**config.mk**
```make
export PLATFORM = sky130hd
export DESIGN_NAME = rpc_top
export DESIGN_NICKNAME = d
export VERILOG_FILES = /design/src/rpc_pkg.sv /design/src/rpc_divider.sv /design/src/rpc_top.sv
export VERILOG_INCLUDE_DIRS = /design/src
export SDC_FILE = /design/constraint.sdc
export NUM_CORES = 1
export LEC_CHECK = 0
export ABC_AREA = 1
export BUFFER_PORTS_ARGS = -buffer_cell sky130_fd_sc_hd__buf_4
export CAP_MARGIN = 10
export CORE_MARGIN = 2
export CORE_UTILIZATION = 51
export CTS_CLUSTER_DIAMETER = 150
export DETAILED_ROUTE_END_ITERATION = 16
export PLACE_DENSITY = 0.85
export SLEW_MARGIN = 30
export SYNTH_ARGS = -nofsm -noshare
export SYNTH_HDL_FRONTEND = slang
export SYNTH_SLANG_ARGS = --single-unit
export TNS_END_PERCENT = 30
```
**constraint.sdc**
```tcl
create_clock -name pclk -period 3.5 [get_ports pclk]
set_input_delay 0.35 -clock pclk [delete_from_list [all_inputs] [get_ports pclk]]
set_output_delay 0.35 -clock pclk [all_outputs]
set_load 0.05 [all_outputs]
```
**src/rpc_cfg.svh**
```systemverilog
// Constants for the periodic, run and alarm control block of the clock.
// How it works
// [RULE1] Power-on loads control two with 09 hex.
// [RULE2] Manual reset keeps oscillator and run bits.
// [RULE3] Standby never reinitialises control two.
// [RULE4] Periodic flag sets when chosen interval elapses.
// [RULE5] Writing 0 clears the periodic flag.
// [RULE6] Writing 1 sets it; flag requests interrupt.
// [RULE7] Rate field picks none up to two seconds.
// [RULE8] Oscillator enable halts or runs the oscillator.
// [RULE9] Adjust rounds seconds, carrying at thirty.
// [RULE10] Adjust also resets the divider chain.
// [RULE11] Adjust reads zero, seconds update promptly.
// [RULE12] Divider reset strobe clears prescaler, reads zero.
// [RULE13] Run bit stops or runs calendar counters.
// [RULE14] The 64 Hz counter ignores the run bit.
// [RULE15] Software stops counting before writing counters.
// [RULE16] Only enabled alarm fields take part.
// [RULE17] Full alarm match sets the alarm flag.
// [RULE18] Alarm enable turns match into interrupt request.
// [RULE19] Software rereads time after a carry.
// [RULE20] Software programs all registers after power-up.
// [RULE21] Software touches a register before module standby.
// [RULE22] Alarm flag clears on 0, holds on 1.
// [RULE23] Carry during read sets carry flag, interrupt.
// [RULE24] Tick from dividing oscillator; seconds every 64.
// [RULE25] Periodic timing comes from the divider chain.
`ifndef RPC_CFG_SVH
`define RPC_CFG_SVH
`define RPC_OFS_FLAG      12'h000
`define RPC_OFS_CTRL      12'h004
`define RPC_OFS_STAT      12'h008
`define RPC_CTRL_RESET    8'h09
`define RPC_FLAG_RESET    8'h00
`define RPC_BIT_PEF       7
`define RPC_BIT_RATE_LO   4
`define RPC_BIT_RATE_HI   6
`define RPC_BIT_OSC_EN    3
`define RPC_BIT_ADJ       2
`define RPC_BIT_DIV_RST   1
`define RPC_BIT_RUN       0
`define RPC_BIT_CF        7
`define RPC_BIT_CIE       4
`define RPC_BIT_AIE       3
`define RPC_BIT_AF        0
`define RPC_DIV_W         16
`define RPC_B_256         7
`define RPC_B_64          9
`define RPC_B_16          11
`define RPC_B_4           13
`define RPC_B_2           14
`define RPC_B_1           15
`define RPC_B_HALF        16
`define RPC_SEC_HALF      8'h30
`define RPC_N_ALARM       6
`endif

```
**src/rpc_pkg.sv**
```systemverilog
// Types shared by the periodic, run and alarm control block.
package rpc_pkg;
    typedef logic [7:0] rpc_byte_t;
    typedef enum logic [2:0] {
        RPC_RATE_NONE, RPC_RATE_256, RPC_RATE_64, RPC_RATE_16,
        RPC_RATE_4, RPC_RATE_2, RPC_RATE_1, RPC_RATE_HALF
    } rpc_rate_e;
endpackage

```
**src/rpc_divider.sv**
```systemverilog
// Oscillator divider chain producing the periodic and seconds ticks.
`include "rpc_cfg.svh"
module rpc_divider #(
    parameter int W = `RPC_DIV_W
) (
    input  wire logic         pclk,
    input  wire logic         presetn,
    input  wire logic         osc_tick,
    input  wire logic         clear,
    output logic [W-1:0]      count,
    output logic [7:0]        rate_tick
);
    import rpc_pkg::*;

    // A restart takes priority over a tick arriving in the same cycle.
    always_ff @(posedge pclk or negedge presetn) begin
        if (!presetn) begin
            count <= '0;
        end else if (clear) begin // [RULE10] [RULE12]
            count <= '0;
        end else if (osc_tick) begin // [RULE24]
            count <= count + {{(W-1){1'b0}}, 1'b1};
        end
    end

    assign rate_tick[0] = 1'b0;
    generate
        for (genvar i = 1; i < 8; i++) begin : g_rate
            localparam int B = (i == 1) ? `RPC_B_256 : (i == 2) ? `RPC_B_64 :
                               (i == 3) ? `RPC_B_16  : (i == 4) ? `RPC_B_4  :
                               (i == 5) ? `RPC_B_2   : (i == 6) ? `RPC_B_1  :
                               `RPC_B_HALF;
            assign rate_tick[i] = osc_tick & (&count[B-1:0]); // [RULE25]
        end
    endgenerate
endmodule // rpc_divider

```
**src/rpc_top.sv**
```systemverilog
// Periodic, run and alarm control of the real-time clock behind an APB slave.
//
// Local design decisions: the APB slave port and the address map.
`include "rpc_cfg.svh"
module rpc_top #(
    parameter int ADDR_W = 12,
    parameter int DIV_W  = `RPC_DIV_W
) (
    input  wire logic              pclk,
    input  wire logic              presetn,
    input  wire logic              psel,
    input  wire logic              penable,
    input  wire logic              pwrite,
    input  wire logic [ADDR_W-1:0] paddr,
    input  wire logic [31:0]       pwdata,
    input  wire logic [3:0]        pstrb,
    output logic [31:0]            prdata,
    output logic                   pready,
    output logic                   pslverr,
    input  wire logic              manual_reset,
    input  wire logic              standby_mode,
    input  wire logic              clock_crystal_input,
    input  wire rpc_pkg::rpc_byte_t seconds_bcd,
    input  wire logic              counter_read,
    input  wire logic [5:0]        alarm_field_enable,
    input  wire logic [5:0]        alarm_field_match,
    output logic                   oscillator_run,
    output logic                   count_enable,
    output logic                   counter_write_allow,
    output logic                   seconds_clear,
    output logic                   minute_carry,
    output logic                   periodic_irq,
    output logic                   alarm_irq,
    output logic                   carry_irq
);
    import rpc_pkg::*;

    // Bit selects of the reset byte keep each retained bit at its own width.
    localparam rpc_byte_t CTRL_RST = `RPC_CTRL_RESET;

    logic        pready_q;
    logic        pslverr_q;
    logic [31:0] prdata_q;
    logic        xtal_s1_q;
    logic        xtal_s2_q;
    logic        xtal_s3_q;
    logic        pef_q;
    rpc_rate_e   rate_q;
    logic        osc_en_q;
    logic        run_q;
    logic        cf_q;
    logic        cie_q;
    logic        aie_q;
    logic        af_q;
    logic        match_q;
    logic        count_en_q;
    logic        sec_clr_q;
    logic        min_cy_q;
    logic        pirq_q;
    logic        airq_q;
    logic        cirq_q;
    logic        osc_q;
    logic        wallow_q;
    logic        osc_tick;
    logic        div_clear;
    logic [DIV_W-1:0] div_count;
    logic [7:0]  rate_tick;
    logic        acc;
    logic        wr_flag;
    logic        wr_ctrl;
    logic        hit;
    logic        mrst;
    logic        adj_wr;
    logic        match_all;
    logic        periodic_ev;
    logic        carry_ev;
    rpc_byte_t   ctrl_rd;
    rpc_byte_t   flag_rd;
    logic [31:0] rd_mux;

    // APB slave with one wait state so that pready and prdata come from flops.
    assign acc     = psel & penable & pready_q;
    assign hit     = (paddr == `RPC_OFS_FLAG) | (paddr == `RPC_OFS_CTRL) |
                     (paddr == `RPC_OFS_STAT);
    assign wr_flag = acc & pwrite & pstrb[0] & (paddr == `RPC_OFS_FLAG);
    assign wr_ctrl = acc & pwrite & pstrb[0] & (paddr == `RPC_OFS_CTRL);
    // Standby retains every bit, so a manual reset seen there is ignored.
    assign mrst    = manual_reset & ~standby_mode; // [RULE3]
    assign adj_wr  = wr_ctrl & pwdata[`RPC_BIT_ADJ];

    // Strobe bits are never stored, so they read back as zero.
    assign ctrl_rd = {pef_q, rate_q, osc_en_q, 1'b0, 1'b0, run_q}; // [RULE11] [RULE12]
    assign flag_rd = {cf_q, 2'b00, cie_q, aie_q, 2'b00, af_q};

    always_comb begin
        rd_mux = 32'h0000_0000;
        if (paddr == `RPC_OFS_FLAG) begin
            rd_mux = {24'h00_0000, flag_rd};
        end else if (paddr == `RPC_OFS_CTRL) begin
            rd_mux = {24'h00_0000, ctrl_rd};
        end else if (paddr == `RPC_OFS_STAT) begin
            rd_mux = {25'h000_0000, osc_en_q, div_count[14:9]};
        end
    end

    always_ff @(posedge pclk or negedge presetn) begin
        if (!presetn) begin
            pready_q  <= 1'b0;
            pslverr_q <= 1'b0;
            prdata_q  <= 32'h0000_0000;
        end else if (psel && penable && !pready_q) begin
            pready_q  <= 1'b1;
            pslverr_q <= ~hit;
            prdata_q  <= pwrite ? 32'h0000_0000 : rd_mux;
        end else begin
            pready_q  <= 1'b0;
            pslverr_q <= 1'b0;
        end
    end

    // The crystal pin is foreign to pclk, so it is synchronised first.
    always_ff @(posedge pclk or negedge presetn) begin
        if (!presetn) begin
            xtal_s1_q <= 1'b0;
            xtal_s2_q <= 1'b0;
            xtal_s3_q <= 1'b0;
        end else begin
            xtal_s1_q <= clock_crystal_input;
            xtal_s2_q <= xtal_s1_q;
            xtal_s3_q <= xtal_s2_q;
        end
    end

    // Only the oscillator enable stops the chain; the run bit does not.
    assign osc_tick  = xtal_s2_q & ~xtal_s3_q & osc_en_q; // [RULE8] [RULE14]
    assign div_clear = wr_ctrl & (pwdata[`RPC_BIT_ADJ] | pwdata[`RPC_BIT_DIV_RST]); // [RULE10] [RULE12]

    rpc_divider #(
        .W         (DIV_W)
    ) u_div (
        .pclk      (pclk),
        .presetn   (presetn),
        .osc_tick  (osc_tick),
        .clear     (div_clear),
        .count     (div_count),
        .rate_tick (rate_tick)
    );

    assign periodic_ev = rate_tick[rate_q]; // [RULE7] [RULE25]
    assign carry_ev    = counter_read & rate_tick[2]; // [RULE23]
    assign match_all   = (|alarm_field_enable) &
                         (&(alarm_field_match | ~alarm_field_enable)); // [RULE16]

    // Second control register: retention bits and rate field.
    always_ff @(posedge pclk or negedge presetn) begin
        if (!presetn) begin
            rate_q   <= rpc_rate_e'(CTRL_RST[`RPC_BIT_RATE_HI:`RPC_BIT_RATE_LO]); // [RULE1]
            osc_en_q <= CTRL_RST[`RPC_BIT_OSC_EN];
            run_q    <= CTRL_RST[`RPC_BIT_RUN];
        end else if (mrst) begin
            rate_q   <= RPC_RATE_NONE; // [RULE2]
        end else if (wr_ctrl) begin
            rate_q   <= rpc_rate_e'(pwdata[`RPC_BIT_RATE_HI:`RPC_BIT_RATE_LO]); // [RULE7]
            osc_en_q <= pwdata[`RPC_BIT_OSC_EN]; // [RULE8]
            run_q    <= pwdata[`RPC_BIT_RUN]; // [RULE13]
        end
    end

    // A periodic event in the clearing cycle wins over the write of 0.
    always_ff @(posedge pclk or negedge presetn) begin
        if (!presetn) begin
            pef_q <= 1'b0;
        end else if (mrst) begin
            pef_q <= 1'b0;
        end else if (periodic_ev) begin
            pef_q <= 1'b1; // [RULE4]
        end else if (wr_ctrl) begin
            pef_q <= pwdata[`RPC_BIT_PEF]; // [RULE5] [RULE6]
        end
    end

    // First control register; the carry flag survives a manual reset.
    always_ff @(posedge pclk or negedge presetn) begin
        if (!presetn) begin
            cie_q <= 1'b0;
            aie_q <= 1'b0;
        end else if (mrst) begin
            cie_q <= 1'b0;
            aie_q <= 1'b0;
        end else if (wr_flag) begin
            cie_q <= pwdata[`RPC_BIT_CIE];
            aie_q <= pwdata[`RPC_BIT_AIE];
        end
    end

    always_ff @(posedge pclk or negedge presetn) begin
        if (!presetn) begin
            cf_q <= 1'b0;
        end else if (carry_ev) begin
            cf_q <= 1'b1; // [RULE23]
        end else if (wr_flag) begin
            cf_q <= pwdata[`RPC_BIT_CF];
        end
    end

    // The alarm flag sets on the rising edge of a full match only.
    always_ff @(posedge pclk or negedge presetn) begin
        if (!presetn) begin
            match_q <= 1'b0;
            af_q    <= 1'b0;
        end else begin
            match_q <= match_all;
            if (match_all && !match_q) begin
                af_q <= 1'b1; // [RULE17]
            end else if (mrst) begin
                af_q <= 1'b0;
            end else if (wr_flag && !pwdata[`RPC_BIT_AF]) begin
                af_q <= 1'b0; // [RULE22]
            end
        end
    end

    // Counter-facing strobes and requests, all registered.
    always_ff @(posedge pclk or negedge presetn) begin
        if (!presetn) begin
            count_en_q <= 1'b0;
            sec_clr_q  <= 1'b0;
            min_cy_q   <= 1'b0;
            pirq_q     <= 1'b0;
            airq_q     <= 1'b0;
            cirq_q     <= 1'b0;
            osc_q      <= 1'b1;
            wallow_q   <= 1'b0;
        end else begin
            count_en_q <= rate_tick[6] & run_q; // [RULE13] [RULE24]
            sec_clr_q  <= adj_wr; // [RULE9] [RULE11]
            min_cy_q   <= adj_wr & (seconds_bcd >= `RPC_SEC_HALF); // [RULE9]
            pirq_q     <= pef_q; // [RULE6]
            airq_q     <= af_q & aie_q; // [RULE18]
            cirq_q     <= cf_q & cie_q; // [RULE23]
            osc_q      <= osc_en_q; // [RULE8]
            wallow_q   <= ~run_q; // [RULE15]
        end
    end

    assign prdata              = prdata_q;
    assign pready              = pready_q;
    assign pslverr             = pslverr_q;
    assign oscillator_run      = osc_q;
    assign count_enable        = count_en_q;
    assign counter_write_allow = wallow_q;
    assign seconds_clear       = sec_clr_q;
    assign minute_carry        = min_cy_q;
    assign periodic_irq        = pirq_q;
    assign alarm_irq           = airq_q;
    assign carry_irq           = cirq_q;

    a_manual_keep: assert property (@(posedge pclk) disable iff (!presetn) // [RULE2]
        mrst && !wr_ctrl |=> osc_en_q == $past(osc_en_q) && run_q == $past(run_q)
        && rate_q == RPC_RATE_NONE && !pef_q)
        else $error("manual reset disturbed retained control bits");
    a_standby_hold: assert property (@(posedge pclk) disable iff (!presetn) // [RULE3]
        standby_mode && !acc && !periodic_ev |=> $stable(ctrl_rd))
        else $error("control register changed in standby");
    a_pef_event: assert property (@(posedge pclk) disable iff (!presetn) // [RULE4]
        periodic_ev && !mrst |=> pef_q ##1 pirq_q)
        else $error("periodic event lost");
    a_pef_clear: assert property (@(posedge pclk) disable iff (!presetn) // [RULE5]
        wr_ctrl && !pwdata[7] && !periodic_ev |=> !pef_q)
        else $error("periodic flag not cleared");
    a_pef_set: assert property (@(posedge pclk) disable iff (!presetn) // [RULE6]
        wr_ctrl && pwdata[7] && !mrst |=> pef_q)
        else $error("periodic flag not set by write");
    a_none_rate: assert property (@(posedge pclk) disable iff (!presetn) // [RULE7]
        rate_q == RPC_RATE_NONE && !pef_q && !acc && !mrst |=> !pef_q)
        else $error("periodic flag set with no rate");
    a_osc_halt: assert property (@(posedge pclk) disable iff (!presetn) // [RULE8]
        !osc_en_q && !div_clear |=> $stable(div_count))
        else $error("divider ran with oscillator halted");
    a_adj_round: assert property (@(posedge pclk) disable iff (!presetn) // [RULE9]
        adj_wr |=> sec_clr_q && (min_cy_q == ($past(seconds_bcd) >= 8'h30)))
        else $error("adjust rounding wrong");
    a_div_restart: assert property (@(posedge pclk) disable iff (!presetn) // [RULE10]
        div_clear |=> div_count == '0)
        else $error("divider not restarted");
    a_strobe_zero: assert property (@(posedge pclk) disable iff (!presetn) // [RULE12]
        pready && !pslverr && $past(paddr) == `RPC_OFS_CTRL |-> prdata[2:1] == 2'b00)
        else $error("strobe bit read back as one");
    a_run_gate: assert property (@(posedge pclk) disable iff (!presetn) // [RULE13]
        count_enable |-> $past(run_q))
        else $error("counting while stopped");
    a_alarm_set: assert property (@(posedge pclk) disable iff (!presetn) // [RULE17]
        match_all && !match_q |=> af_q ##1 (airq_q == $past(aie_q)))
        else $error("alarm match not flagged");
    a_af_hold: assert property (@(posedge pclk) disable iff (!presetn) // [RULE22]
        af_q && wr_flag && pwdata[0] && !mrst |=> af_q)
        else $error("alarm flag lost on write of one");
    a_carry_set: assert property (@(posedge pclk) disable iff (!presetn) // [RULE23]
        carry_ev |=> cf_q)
        else $error("carry during read not flagged");

    // Flag clears, request outputs, divider behaviour and counter-facing strobes.
    a_af_clear: assert property (@(posedge pclk) disable iff (!presetn) // [RULE22]
        wr_flag && !pwdata[`RPC_BIT_AF] && !(match_all && !match_q) |=> !af_q)
        else $error("alarm flag not cleared by write of zero");
    a_cf_clear: assert property (@(posedge pclk) disable iff (!presetn) // [RULE23]
        wr_flag && !pwdata[`RPC_BIT_CF] && !carry_ev |=> !cf_q)
        else $error("carry flag not cleared by write of zero");
    a_carry_irq: assert property (@(posedge pclk) disable iff (!presetn) // [RULE23]
        cf_q && cie_q |=> carry_irq)
        else $error("carry request missing");
    a_alarm_quiet: assert property (@(posedge pclk) disable iff (!presetn) // [RULE18]
        !aie_q |=> !alarm_irq)
        else $error("alarm request while disabled");
    a_pef_irq: assert property (@(posedge pclk) disable iff (!presetn) // [RULE6]
        pef_q |=> periodic_irq)
        else $error("periodic request missing");
    a_osc_out: assert property (@(posedge pclk) disable iff (!presetn) // [RULE8]
        !osc_en_q |=> !oscillator_run)
        else $error("oscillator left running");
    a_hz64_runs: assert property (@(posedge pclk) disable iff (!presetn) // [RULE14]
        osc_tick && !div_clear |=> div_count != $past(div_count))
        else $error("divider missed an oscillator tick");
    a_adj_fast: assert property (@(posedge pclk) disable iff (!presetn) // [RULE11]
        adj_wr |=> seconds_clear)
        else $error("adjust not passed to seconds counter");
    a_div_strobe: assert property (@(posedge pclk) disable iff (!presetn) // [RULE12]
        wr_ctrl && pwdata[`RPC_BIT_DIV_RST] |=> div_count == '0)
        else $error("divider reset strobe ignored");
    a_run_tick: assert property (@(posedge pclk) disable iff (!presetn) // [RULE24]
        rate_tick[6] && run_q |=> count_enable)
        else $error("seconds tick lost while running");
    a_run_stop: assert property (@(posedge pclk) disable iff (!presetn) // [RULE13]
        !run_q |=> !count_enable)
        else $error("seconds tick while stopped");
    a_write_allow: assert property (@(posedge pclk) disable iff (!presetn) // [RULE15]
        run_q |=> !counter_write_allow)
        else $error("counter writes allowed while counting");
    a_alarm_none: assert property (@(posedge pclk) disable iff (!presetn) // [RULE16]
        alarm_field_enable == 6'h00 && !af_q |=> !af_q)
        else $error("alarm flagged with no field enabled");

    c_periodic: cover property (@(posedge pclk) disable iff (!presetn) periodic_ev && pef_q);
    c_adjust:   cover property (@(posedge pclk) disable iff (!presetn) adj_wr ##1 minute_carry);
    c_alarm:    cover property (@(posedge pclk) disable iff (!presetn) alarm_irq);
    c_seconds:  cover property (@(posedge pclk) disable iff (!presetn) count_enable);
    c_carry:    cover property (@(posedge pclk) disable iff (!presetn) carry_irq);
endmodule // rpc_top

```
==> flow_summary.yaml, run 1 <==
global_route:
  antenna_found_initial: 0
  grt_use_total_pct: 19.55
  use_met2_pct: 34.42
  grt.met3_usage_pct: 4.858
  grt_pass1_wl_microns: 9301
  top_usage_layer: "met2"
  met1_usage_pct: 22.71
  grt_max_degree: 49
  grt_pass1_vias: 2193
  grt_overflow: 0
route:
  routed_wl_microns: 5634
  antenna_left: 0
  vias: 2352
  drtPass1Iterations: 4
  drc: 0
  wire_per_inst_microns: 11.91
  vias_per_cell: 4.973
  first_iter_violations: 98
placement:
  place.gp.congestion: 0.8797
  port_buffers: 63
  dpl.hpwl_microns: 4330
  placed_cell_area_sq_mm: 0.003142
cells_and_area:
  layout_commonest_cell: "nand2_1"
  diodes: 0
  synthToLayoutAreaGrowth_pct: 21.01
  final_cell_mix: "nand2_1, buf_4, inv_1, dfrtp_1, nand3_1"
  fin_nets: 481
  drive_gt1_share_pct: 25.81
  fin_area_sq_mm: 0.003257
  n_fill_cell: 436
  fin_util_pct: 63.77
  top_register: "u_div.count"
  largest_register_ffs: 16
floorplanning:
  die-area_sq_mm: 0.005874
  start_util_pct: 52.69
  num_rows: 26
  io_pins: 119
  die_w_microns: 76.65
  core-area_sq_mm: 0.005107
  dieHeight_microns: 76.65
synth:
  synth_edf_count: 0
  ys_seq_area_share_pct: 44.77
  avgSynthCellArea_sq_um: 8.034
  synth-seq-cells: 48
  async_reset_ff_share_pct: 100.0
  yosys.cell_types.count: 37
  ys_warn_count: 0
  synth-main-ff-cell: "dfrtp_1"
  syn_inst: 335
  syn_area_sq_mm: 0.002691
clock_network:
  cts_setup_buffers: 0
  cts_tree: "built"
  clockBufferDepth: 2
  htree_levels: 2
  path_clk_slew_ps: 100
  cts_buffers: 5
  cts.root.buffer_cell: "clkbuf_8"
  cts_sinks: 48
  cts_hold_buffers: 0
  worstSkewPairLatency_ps: 310
  cts_resized: 0
hold_path:
  hp-class: "input port to asynchronous set/reset pin"
sta:
  slew_violations: 0
  rsz0062_at_grt: "false"
  setup_viol: 0
  finalSetupTns_ps: 0
  fmax_mhz: 559.6
  relSlewSlack_pct: 61.02
  post-route-period-util_pct: 51.05
  finalCriticalPeriod_ps: 1787
  tightest_slew_ps: 584.7
  worst_clock_skew_ps: 9.250
  hold_viol: 0
critical_path:
  crit_type: "register to register"
  cp.required_ps: 3740
  crit_fanout: 17
  startpoint_type: "register"
  worstPathArrival_ps: 2030
  r2r_slack_ps: 1710
  end_kind: "register"
run:
  drv_cap: 0
power_and_ir_drop:
  power.density_mw_per_mm2: 392.0
  vdd_drop_max_uv: 213.5
  p_leak_nw: 1.697
outcome:
  outcome: "finished, final reports clean"
## kinds of logic after synthesis
family	count (synthesis)	synth area share [%]
AOI/OAI and AO/OA	45	9.763
xor gates and xnor gates	4	1.302
adders and majority gates	2	0.9297
buffers and inverters	81	15.02
DFF	48	44.77
other	1	0.1393
and+or+nand+nor	154	28.08
## Yosys cell counts, types with 2 or more instances
library cell / instances / area, sq um
xor2_1: 3 / 26.28
o22ai_1: 3 / 18.77
nand2_1: 64 / 240.2
ha_1: 2 / 25.02
o211ai_1: 8 / 60.06
buf_4: 24 / 180.2
nor3_1: 8 / 40.04
nor4_1: 2 / 12.51
nand2_4: 2 / 22.52
nand2_2: 5 / 31.28
or2_2: 2 / 12.51
nand4_1: 4 / 25.02
o21ai_0: 21 / 105.1
nand3_1: 28 / 140.1
nor2_1: 24 / 90.09
inv_2: 5 / 18.77
nor2_4: 5 / 56.30
a21oi_1: 7 / 35.03
nand3_2: 2 / 20.02
inv_1: 48 / 180.2
dfrtp_1: 45 / 1126
dfstp_2: 3 / 78.83
o21ai_1: 2 / 10.01
nor2_2: 5 / 31.28
## where the power goes
group / internal (W) / switching, W
clock network: 0.000215 / 0.000196
registers: 0.000589 / 0.0000294
logic: 0.0000795 / 0.000168
## per-stage QoR
stage          setup slack [ps]  total power, W  hold WS, ps  std cells
5_1_grt                    1554        0.001341        74.91        473
4_1_cts                    1724        0.001283        62.62        473
3_3_place_gp               1762       0.0008671        332.0        465
3_5_place_dp               1749       0.0008753        340.2        465
2_1_floorplan              1891       0.0008179        54.41        358
6_report                   1713        0.001277        33.44        473
## path summary, 6_finish.rpt
kind / from / endpoint / cells after the start
min in group pclk: clock_crystal_input / xtal_s1_q / 1
hold / removal: presetn / prdata[6] / 1
setup reg to reg: osc_en_q / pef_q / 8
setup / recovery: osc_en_q / pef_q / 8
max in group asynchronous: presetn / u_div.count[0] / 1
hold reg to reg: xtal_s1_q / xtal_s2_q / 0
## worst max-delay path: stages, from the launching register on
cell,delay (ps)
dfstp_2,590
nand2_2,70
nor2_4,320
inv_2,190
nor2_4,190
nand3_1,80
nand2_1,80
nand3_1,70
a21oi_1,120
## per-layer routing
metal  routed length, microns  part of all wire, %
met5                        0                    0
met1                     2317                   41
met4                      100                  1.8
met3                      285                  5.1
met2                     2929                   52
## layout make-up
cell class | count | area [sq um] | share of cell area, %
clock buffer | 5 | 68.82 | 2.113
inverter | 55 | 207.7 | 6.377
timing repair buffer | 63 | 473.0 | 14.52
multi-input combinational | 229 | 1169 | 35.88
clock inverter | 3 | 46.29 | 1.421
tap | 70 | 87.58 | 2.689
sequential | 48 | 1205 | 37.00
Power figures use the tool's default switching activity.
==> run 2: changes to the inputs <==
- CORE_UTILIZATION: 51 -> 47
- PLACE_DENSITY: 0.85 -> 0.8
- clock period: 3.5 -> 1.9 ns (I/O delays scaled with it)
==> flow_summary.yaml, run 2 (same netlist as run 1, synthesis figures left out) <==
outcome:
  outcome: "finished, final reports clean"
global_route:
  antenna_found_initial: 0
  grt_pass1_wl_microns: 9563
  grt_max_degree: 49
  grt_overflow: 0
  grt_use_total_pct: 19.15
  grt_pass1_vias: 2130
run:
  drv_cap: 0
power_and_ir_drop:
  power.density_mw_per_mm2: 717.3
  vdd_drop_max_uv: 325.9
  p_leak_nw: 1.716
floorplanning:
  dieHeight_microns: 79.67
  num_rows: 27
  die_w_microns: 79.67
  die-area_sq_mm: 0.006347
  io_pins: 119
  start_util_pct: 48.88
  core-area_sq_mm: 0.005507
sta:
  relSlewSlack_pct: 60.67
  finalSetupTns_ps: 0
  hold_viol: 0
  slew_violations: 0
  worst_clock_skew_ps: 11.48
  finalCriticalPeriod_ps: 1680
  setup_viol: 0
  fmax_mhz: 595.1
  post-route-period-util_pct: 88.45
  tightest_slew_ps: 589.9
  rsz0062_at_grt: "false"
clock_network:
  cts_tree: "built"
  clockBufferDepth: 2
  cts_sinks: 48
  cts_resized: 0
  cts_buffers: 5
  cts.root.buffer_cell: "clkbuf_8"
  path_clk_slew_ps: 100
  worstSkewPairLatency_ps: 310
  htree_levels: 2
cells_and_area:
  synthToLayoutAreaGrowth_pct: 22.41
  diodes: 0
  layout_commonest_cell: "buf_4"
  final_cell_mix: "buf_4, nand2_1, inv_1, dfrtp_1, nand3_1"
  fin_nets: 485
  fin_util_pct: 59.83
  n_fill_cell: 493
  largest_register_ffs: 16
  top_register: "u_div.count"
  drive_gt1_share_pct: 26.04
  layout.cells.non_filler: 479
route:
  drtPass1Iterations: 5
  vias_per_cell: 4.860
  vias: 2328
  drc: 0
  routed_wl_microns: 5845
  first_iter_violations: 144
  wire_per_inst_microns: 12.20
  antenna_left: 0
critical_path:
  crit_fanout: 4
  cp.required_ps: 2150
  end_kind: "register"
  worstPathArrival_ps: 1930
  crit_type: "register to register"
  startpoint_type: "register"
placement:
  dpl.hpwl_microns: 4527
  place.gp.congestion: 0.9102
  port_buffers: 63
  dp_cells: 469
hold_path:
  hp-class: "input port to register"
[run 2: cell count changes in the layout (fill, tap and decap cells not counted)]
cell	change
dlygate4sd3_1	+2
buf_4	+2
[run 2: repair_timing]
item	4_1_cts	5_1_grt
hold endpoints to repair	46	0
hold buffers	2	0
setup buffers	0	0
[run 2: area by class of cell]
type	instances	area (sq um)	share of cell area, %
inverters	55	207.7	6.305
multi-input cells	229	1169	35.47
well taps	72	90.09	2.735
clock inverters	3	46.29	1.405
repair buffers	67	508.0	15.42
flip-flops and latches	48	1205	36.57
clock buffers	5	68.82	2.089
[run 2: through the flow]
step / hold WS, ps / setup WS, ps / power [W] / cell area (sq um)
global placement: 228.8 / 281.1 / 0.001606 / 3159
finish: 111.2 / 219.5 / 0.002363 / 3294
detailed placement: 233.0 / 251.3 / 0.001626 / 3159
global route: 126.4 / 41.61 / 0.002488 / 3294
floorplan: -105.6 / 290.6 / 0.001507 / 2778
CTS: 107.1 / 229.0 / 0.002379 / 3294
[run 2: worst paths after layout]
check	start	end	slack [ps]	depth (start not counted)
max	u_div.count[0]	pef_q	220	12
min	pwdata[2]	seconds_clear	110	3
max reg2reg	u_div.count[0]	pef_q	220	12
min reg2reg	xtal_s1_q	xtal_s2_q	350	0
max in group asynchronous	presetn	u_div.count[11]	1080	2
min in group asynchronous	presetn	prdata[5]	410	2
[run 2: layer usage]
layer,global-route usage [%],up-vias,share of wire [%]
li1,-,1166,-
met1,23.32,1064,41
met2,33.28,89,51
met3,4.299,9,6.8
met4,6.552,0,1.3
met5,0,-,0
[run 2: report_power, final]
group          internal, W  leakage [nW]  total [W]  switching [W]
sequential         0.00108         0.617    0.00114      0.0000531
clock             0.000397        0.0548   0.000756       0.000359
combinational     0.000155          1.04   0.000470       0.000314
total              0.00164          1.72    0.00236       0.000726
[run 2: critical path, cell delays in order (launching register included)]
cell     delay [ps]
dfrtp_1         390
ha_1            220
nand2_2          80
nor2_4           80
nand2_1          80
inv_1            90
ha_1            200
nand3_1         100
nand2_1          70
nand3_1          60
nor2_1           90
nor2_1           40
a21oi_1         130
